===== config.mk =====
export PLATFORM = sky130hd
export DESIGN_NAME = safc_frame_ctrl
export DESIGN_NICKNAME = d
export VERILOG_FILES = /design/src/hw/safc_pkg.sv /design/src/hw/safc_frame_ctrl.sv /design/src/hw/safc_sync.sv /design/src/hw/safc_shifter.sv
export SDC_FILE = /design/constraint.sdc
export NUM_CORES = 1
export LEC_CHECK = 0
export BUFFER_PORTS_ARGS = -buffer_cell sky130_fd_sc_hd__buf_4
export CORE_MARGIN = 3
export CORE_UTILIZATION = 57
export DETAILED_ROUTE_END_ITERATION = 16
export HOLD_SLACK_MARGIN = 0.03
export PLACE_DENSITY = 0.88
export SETUP_SLACK_MARGIN = 0.5
export SYNTH_ARGS = -nofsm -noshare
export SYNTH_HDL_FRONTEND = slang
export SYNTH_SLANG_ARGS = --single-unit

===== constraint.sdc =====
create_clock -name clk -period 2.45 [get_ports clk]
set_clock_uncertainty 0.15 [all_clocks]
set_input_delay 0.1225 -clock clk [delete_from_list [all_inputs] [get_ports clk]]
set_output_delay 0.1225 -clock clk [all_outputs]
set_load 0.005 [all_outputs]

===== src/hw/safc_pkg.sv =====
// Shared constants for the serial converter frame control block
package safc_pkg;

   // Output word layout
   localparam int WORD_BITS = 16;
   localparam int DATA_BITS = 12;
   localparam int ZERO_BITS = WORD_BITS - DATA_BITS;

   // Edge counts within a frame, counted from the select fall
   localparam int       CNT_W       = 5;
   localparam logic [4:0] FALL_LAST  = 5'h10;  // 16th falling edge
   localparam logic [4:0] FALL_MODE  = 5'h0a;  // 10th falling edge
   localparam logic [4:0] FALL_NOISE = 5'h02;  // 2nd falling edge
   localparam logic [4:0] RISE_TRACK = 5'h0d;  // 13th rising edge

   // Acquisition interval measured against the system clock
   localparam int CLK_PERIOD_NS = 8;
   localparam int ACQ_NS        = 350;
   localparam int ACQ_CYCLES    = (ACQ_NS + CLK_PERIOD_NS - 1) / CLK_PERIOD_NS;
   localparam int ACQ_W         = 6;

   // Reset values
   localparam logic RESET_OE_N   = 1'b1;
   localparam logic RESET_HOLD   = 1'b0;
   localparam logic RESET_NORMAL = 1'b0;

   // Frame sequencer states
   typedef enum logic [1:0] {
      SAFC_IDLE,
      SAFC_FRAME,
      SAFC_DONE
   } safc_state_t;

endpackage


===== src/hw/safc_frame_ctrl.sv =====
// Conversion frame, mode and serial readout control of the converter
// Notes on behaviour
// - Select fall starts conversion, drives output
// - Sample held at select fall
// - Clock edges counted from select fall
// - Back to track on 13th rise
// - Output released after 16th fall or select rise
// - Sixteen cycles, bits launched on falls
// - Four zeros then twelve bits, MSB first
// - Result is straight binary, 4096 codes
// - First conversion after wake is dummy
// - Unknown mode at start, dummy first
// - Rise between 2nd and 10th: shutdown
// - Rise before 2nd fall keeps mode
// - Rise after 10th: normal, word truncated
// - Stay low past 10th to leave shutdown
`timescale 1ns/100ps
module safc_frame_ctrl
   import safc_pkg::*;
#(
   parameter int DW = DATA_BITS
)(
   input  wire logic          clk,
   input  wire logic          rst_n,
   input  wire logic          conv_sel_n,
   input  wire logic          serial_clk,
   input  wire logic [DW-1:0] conv_result,
   output logic               result_serial_out,
   output logic               result_oe_n,
   output logic               hold_mode,
   output logic               normal_mode,
   output logic               result_invalid,
   output logic               acq_short
);

   // Widths the logic cannot serve stop elaboration
   if (DW != DATA_BITS) $error("safc_frame_ctrl: DW must equal 12");
   if (ACQ_CYCLES >= (1 << ACQ_W)) $error("safc_frame_ctrl: ACQ_W small");

   ////////////////////////////////////////////////////////////////////////
   // Pin synchronisation and edge detection
   logic cs_s, sclk_s, cs_d, sclk_d;
   logic cs_fall, cs_rise, sclk_fall, sclk_rise;

   safc_sync #(
      .W        (2)
   ) u_sync (
      .clk      (clk),
      .rst_n    (rst_n),
      .async_in ({conv_sel_n, serial_clk}),
      .sync_out ({cs_s, sclk_s})
   );

   // Delayed levels; reset high so no false edge follows release
   always_ff @(posedge clk) begin
      if (!rst_n) begin
         cs_d   <= 1'b1;
         sclk_d <= 1'b1;
      end else begin
         cs_d   <= cs_s;
         sclk_d <= sclk_s;
      end
   end

   assign cs_fall   = cs_d & ~cs_s;
   assign cs_rise   = ~cs_d & cs_s;
   assign sclk_fall = sclk_d & ~sclk_s;
   assign sclk_rise = ~sclk_d & sclk_s;

   ////////////////////////////////////////////////////////////////////////
   // Frame sequencer and edge counters
   safc_state_t      state;
   logic [CNT_W-1:0] fall_cnt;
   logic [CNT_W-1:0] rise_cnt;
   logic             in_frame, last_fall;

   assign in_frame  = (state == SAFC_FRAME);
   assign last_fall = in_frame & sclk_fall & (fall_cnt == FALL_LAST - 5'h01);

   // Frame runs from select fall to 16th fall or select rise
   always_ff @(posedge clk) begin
      if (!rst_n) begin
         state <= SAFC_IDLE;
      end else begin
         unique case (state)
            SAFC_IDLE: begin
               if (cs_fall) state <= SAFC_FRAME;
            end
            SAFC_FRAME: begin
               if (cs_rise) state <= SAFC_IDLE;
               else if (last_fall) state <= SAFC_DONE;
            end
            SAFC_DONE: begin
               // Select idled low must go high before the next frame
               if (cs_rise) state <= SAFC_IDLE;
            end
         endcase
      end
   end

   always_ff @(posedge clk) begin
      if (!rst_n) begin
         fall_cnt <= '0;
      end else if (cs_fall) begin
         fall_cnt <= '0;
      end else if (in_frame && sclk_fall) begin
         fall_cnt <= fall_cnt + 5'h01;
      end
   end

   // Rising edges only matter up to the 13th
   always_ff @(posedge clk) begin
      if (!rst_n) begin
         rise_cnt <= '0;
      end else if (cs_fall) begin
         rise_cnt <= '0;
      end else if (in_frame && sclk_rise && rise_cnt < RISE_TRACK) begin
         rise_cnt <= rise_cnt + 5'h01;
      end
   end

   ////////////////////////////////////////////////////////////////////////
   // Track and hold
   logic track_start;
   assign track_start = in_frame & sclk_rise & rise_cnt == RISE_TRACK - 5'h01;

   always_ff @(posedge clk) begin
      if (!rst_n) begin
         hold_mode <= RESET_HOLD;
      end else if (cs_fall) begin
         hold_mode <= 1'b1;
      end else if (track_start || cs_rise) begin
         hold_mode <= 1'b0;   // an aborted conversion also tracks again
      end
   end

   // Acquisition timer; the host owns this interval, we only report it
   logic [ACQ_W-1:0] acq_cnt;
   always_ff @(posedge clk) begin
      if (!rst_n) begin
         acq_cnt <= ACQ_W'(ACQ_CYCLES);
      end else if (track_start) begin
         acq_cnt <= ACQ_W'(1);   // the edge itself counts as one cycle
      end else if (acq_cnt < ACQ_W'(ACQ_CYCLES)) begin
         acq_cnt <= acq_cnt + 6'h01;
      end
   end

   // flag a frame that started too soon after the last 13th rise
   always_ff @(posedge clk) begin
      if (!rst_n) begin
         acq_short <= 1'b0;
      end else if (cs_fall) begin
         acq_short <= (acq_cnt < ACQ_W'(ACQ_CYCLES));
      end
   end

   ////////////////////////////////////////////////////////////////////////
   // Serial result output
   logic [WORD_BITS-1:0] frame_word;

   assign frame_word = {{ZERO_BITS{1'b0}}, conv_result};

   safc_shifter #(
      .W         (WORD_BITS)
   ) u_shift (
      .clk       (clk),
      .rst_n     (rst_n),
      .load      (cs_fall),
      .load_word (frame_word),
      .shift     (in_frame & sclk_fall),
      .bit_out   (result_serial_out)
   );

   // release on 16th fall or select rise
   always_ff @(posedge clk) begin
      if (!rst_n) begin
         result_oe_n <= RESET_OE_N;
      end else if (cs_fall) begin
         result_oe_n <= 1'b0;
      end else if (last_fall || cs_rise) begin
         result_oe_n <= 1'b1;
      end
   end

   ////////////////////////////////////////////////////////////////////////
   // Operating mode and dummy conversion
   logic first_conv;

   // normal only once select stays low past 10th fall
   // very early rise leaves mode alone
   always_ff @(posedge clk) begin
      if (!rst_n) begin
         normal_mode <= RESET_NORMAL;
      end else if (in_frame && sclk_fall && !cs_rise
                   && fall_cnt == FALL_MODE - 5'h01) begin
         normal_mode <= 1'b1;   // an abort in the same cycle wins
      end else if (in_frame && cs_rise && fall_cnt >= FALL_NOISE
                   && fall_cnt < FALL_MODE) begin
         normal_mode <= 1'b0;
      end
   end

   // mode unknown after reset, so the first frame is a dummy
   always_ff @(posedge clk) begin
      if (!rst_n) begin
         first_conv <= 1'b1;
      end else if (cs_fall) begin
         first_conv <= 1'b0;
      end
   end

   always_ff @(posedge clk) begin
      if (!rst_n) begin
         result_invalid <= 1'b1;
      end else if (cs_fall) begin
         result_invalid <= first_conv | ~normal_mode;
      end
   end

   logic [DW-1:0] cap_result;
   logic          step;   // serial fall in a frame, no abort beside it
   assign step = in_frame & sclk_fall & ~cs_rise;

   // Helper copy of the value held at the select fall
   always_ff @(posedge clk) begin
      if (!rst_n) begin
         cap_result <= '0;
      end else if (cs_fall) begin
         cap_result <= conv_result;
      end
   end
endmodule


===== src/hw/safc_sync.sv =====
// Two-flop synchroniser for pins from outside the clock domain
`timescale 1ns/100ps
module safc_sync
   import safc_pkg::*;
#(
   parameter int W = 1
)(
   input  wire logic         clk,
   input  wire logic         rst_n,
   input  wire logic [W-1:0] async_in,
   output logic      [W-1:0] sync_out
);

   logic [W-1:0] meta;

   // First stage is read only by the second stage
   always_ff @(posedge clk) begin
      if (!rst_n) begin
         meta     <= '1;
         sync_out <= '1;
      end else begin
         meta     <= async_in;
         sync_out <= meta;
      end
   end

endmodule


===== src/hw/safc_shifter.sv =====
// Parallel-load, MSB-first output shift register
`timescale 1ns/100ps
module safc_shifter
   import safc_pkg::*;
#(
   parameter int W = WORD_BITS
)(
   input  wire logic         clk,
   input  wire logic         rst_n,
   input  wire logic         load,
   input  wire logic [W-1:0] load_word,
   input  wire logic         shift,
   output logic              bit_out
);

   logic [W-1:0] word;

   // A one-bit word has nothing to shift; stop at elaboration
   if (W < 2) $error("safc_shifter: W must be at least 2");

   // Load wins over shift; zeros fill from the bottom
   always_ff @(posedge clk) begin
      if (!rst_n) begin
         word <= '0;
      end else if (load) begin
         word <= load_word;
      end else if (shift) begin
         word <= {word[W-2:0], 1'b0};
      end
   end

   assign bit_out = word[W-1];

endmodule


==> flow_metrics.tcl <==
set metrics [dict create \
    dp.cells 294 \
    layout_commonest_cell "dfxtp_1" \
    cp_max_fo 5 \
    final_layout_size_suffix_gt1_frac 0.139 \
    hp-class "flip-flop to flip-flop" \
    path_cells "ha_1 -> and3_1 -> ha_1 -> nand3b_1 -> a311oi_2 -> mux2i_1" \
    busiest_layer "met2" \
    port_buffers 21 \
    multi_input_area_um2 1040 \
    die_x_um 66.1 \
    synth_warnings 0 \
    max_freq_mhz 547 \
    rsz0062_at_grt "yes" \
    setup_viol 0 \
    grt_overflow_total 0 \
    ir_drop_mv 0.450 \
    cts-buffers-inserted 5 \
    clk_latency_ps 360 \
    async_flop_share 0 \
    dr.pass1.iters 4 \
    fin_crit_ps 1830 \
    power.share.sequential 0.549 \
    synth.distinct_cells 45 \
    avgSynthCellArea_um2 8.68 \
    p_leak_uw 0.000959 \
    p_per_area_nw_per_um2 585 \
    fin_ws_ps 621 \
    use_met1 0.267 \
    endpoint_kind "flip-flop" \
    antenna_found_initial 0 \
    dieArea_um2 4370 \
    crit_path_max_incr_delay_ps 430 \
    die_h_um 66.1 \
    drc 0 \
    worstSetupStartpointType "flip-flop" \
    grt.met3_usage 0.0459 \
    final-seq-area_um2 922 \
    dp_hpwl_mm 2.91 \
    clock-sinks 46 \
    diodes 0 \
    drv_slew 0 \
    grt_pass1_wl_mm 7.73 \
    fin_crit_sh 0.747 \
    tightestPinTransition_ps 455 \
    r2r-start "fall_cnt[0]" \
    final_nets 299 \
    clock_path_buffers 2 \
    final_cells 320 \
    cts-root-buf "clkbuf_4" \
    rr_endpoint "state[1]" \
    wl_mm 4.57 \
    use_met2 0.406 \
    reg2regPathDepth 6 \
    synth_area_um2 2060 \
    slew_headroom 0.696 \
    synth-seq-cells 46 \
    startpoint "fall_cnt[0]" \
    synth_top_area_frac 0.447 \
    power.internal_uw 1080 \
    final_cell_mix "dfxtp_1 (45), nand2_1 (40), buf_4 (25)" \
    h-tree-depth 2 \
    synthesis.nets 263 \
    grtUsageTotal 0.230 \
    synthToLayoutAreaGrowth_pct 21.2 \
    fin_tns_setup_ps 0 \
    final_util 0.730 \
    p_sw_uw 377 \
    drt_first_iter_violations 181 \
    netlist_top_cells_area "dfxtp_1 (45%), nand2_1 (7.3%), ha_1 (6.1%), o21ai_0 (4.6%), a31oi_1 (3.6%)" \
    grt_pass1_vias 1745 \
    finalHoldViolCount 0 \
    postRouteAntennaNets 0 \
    cts_tree "done" \
    routed_via_density 5.67 \
    fillers 248 \
    wl_per_cell_um 14.3 \
    core_um2 3420 \
    netlist_instances 237 \
    io_pins 22 \
    drv_cap 0 \
    synth_edf_count 0 \
    crit_slowest_cell "dfxtp_1" \
    seq_area_frac_synth 0.447 \
    switching_share 0.258 \
    initial_utilization 0.603 \
    place.gp.congestion 0.786 \
    crit_end "state[1]" \
    finalPower_uw 1460 \
    rrSetupSlack_ps 620 \
    synth_top_area_cell "dfxtp_1" \
    outcome "complete, no violations" \
    pwr-share-clk 0.299 \
    worstPathArrival_ps 1980 \
    clk_pin_slew_ps 130 \
    critical_path_class "flip-flop to flip-flop" \
    synth_flop_cell "dfxtp_1" \
    crit_top_cell "ha_1" \
    required_ps 2600 \
    rows 21 \
    dp_slack_ps 598 \
    combinationalPowerShare 0.152 \
    grt_max_degree 38 \
    vias 1814 \
]
Yosys cell counts, types with 2 or more instances:
cell	instances
o21ai_1	4
nor2b_1	2
a41oi_1	2
nand2_1	40
dfxtp_1	46
nand4_1	3
a21oi_1	12
a211oi_1	2
a21boi_0	2
o211ai_1	2
nor2_1	7
a31oi_1	12
mux2i_1	3
o21ai_0	19
buf_2	7
nand3b_1	3
ha_1	10
nand2b_1	10
or3_1	2
buf_4	2
inv_1	9
nand3_1	10
and3_1	3
clkbuf_1	4
worst min-delay path by stage:
| stage | start | endpoint | slack, ps | cells after the start |
|---|---|---|---|---|
| floorplan | serial_clk | u_sync.meta[0] | 70 | 1 |
| global placement | serial_clk | u_sync.meta[0] | 160 | 2 |
| detailed placement | serial_clk | u_sync.meta[0] | 160 | 2 |
| CTS | u_sync.meta[1] | u_sync.sync_out[1] | 280 | 1 |
| global route | u_sync.meta[1] | u_sync.sync_out[1] | 290 | 1 |
| finish | u_sync.meta[1] | u_sync.sync_out[1] | 270 | 1 |
metal layers:
metal  share of wire  wire length (um)
met5               0                 0
met4           0.021                97
met3           0.038               173
met2            0.53              2430
met1            0.41              1880
kinds of logic after synthesis:
kind of cell | synth area share
flip-flops | 0.447
XOR/XNOR | 0.00426
AND/OR/NAND/NOR | 0.221
multiplexers | 0.0274
adder cells (fa/ha/maj) | 0.0608
buffers and inverters | 0.0480
AO/OA/AOI/OAI | 0.191
power by group through the flow:
stage / clock network (uW) / logic (uW) / registers [uW]
final: 436 / 222 / 801
after floorplan: 0 / 142 / 811
after global routing: 469 / 248 / 806
after CTS: 435 / 216 / 800
after detailed placement: 0 / 195 / 816
after global placement: 0 / 184 / 814
final cells by class:
class / count / share of cell area
Timing Repair Buffer: 42 / 0.143
Tap cell: 46 / 0.0231
Inverter: 9 / 0.0135
Clock buffer: 8 / 0.0316
Sequential cell: 46 / 0.370
Multi-Input combinational cell: 169 / 0.419
registers in the layout (all words and copies together) (netlist names), 2 cells and up:
register         count
rise_cnt             5
u_shift.word        16
u_sync.meta          2
fall_cnt             5
state                2
u_sync.sync_out      2
acq_cnt              6
worst max-delay path: cells and delay by family (launching register included):
kind / cells / cell delay [ps]
simple gates: 2 / 260
flops: 1 / 430
compound gates: 1 / 340
mux: 1 / 210
fa+ha+maj: 2 / 370
through the flow:
stage | hold WS (ps) | cell area, um^2
after floorplan | 74.0 | 2060
after global placement | 161 | 2230
after detailed placement | 160 | 2230
after CTS | 278 | 2480
after global routing | 292 | 2490
final | 274 | 2490
what timing repair did:
item	CTS	global route
endpoints found under the setup margin	0	15
resized for setup	0	2
hold buffers	17	0
endpoints found under the hold margin	29	0
buffers inserted	0	1
Note: power is estimated with default switching activity, not from simulation.
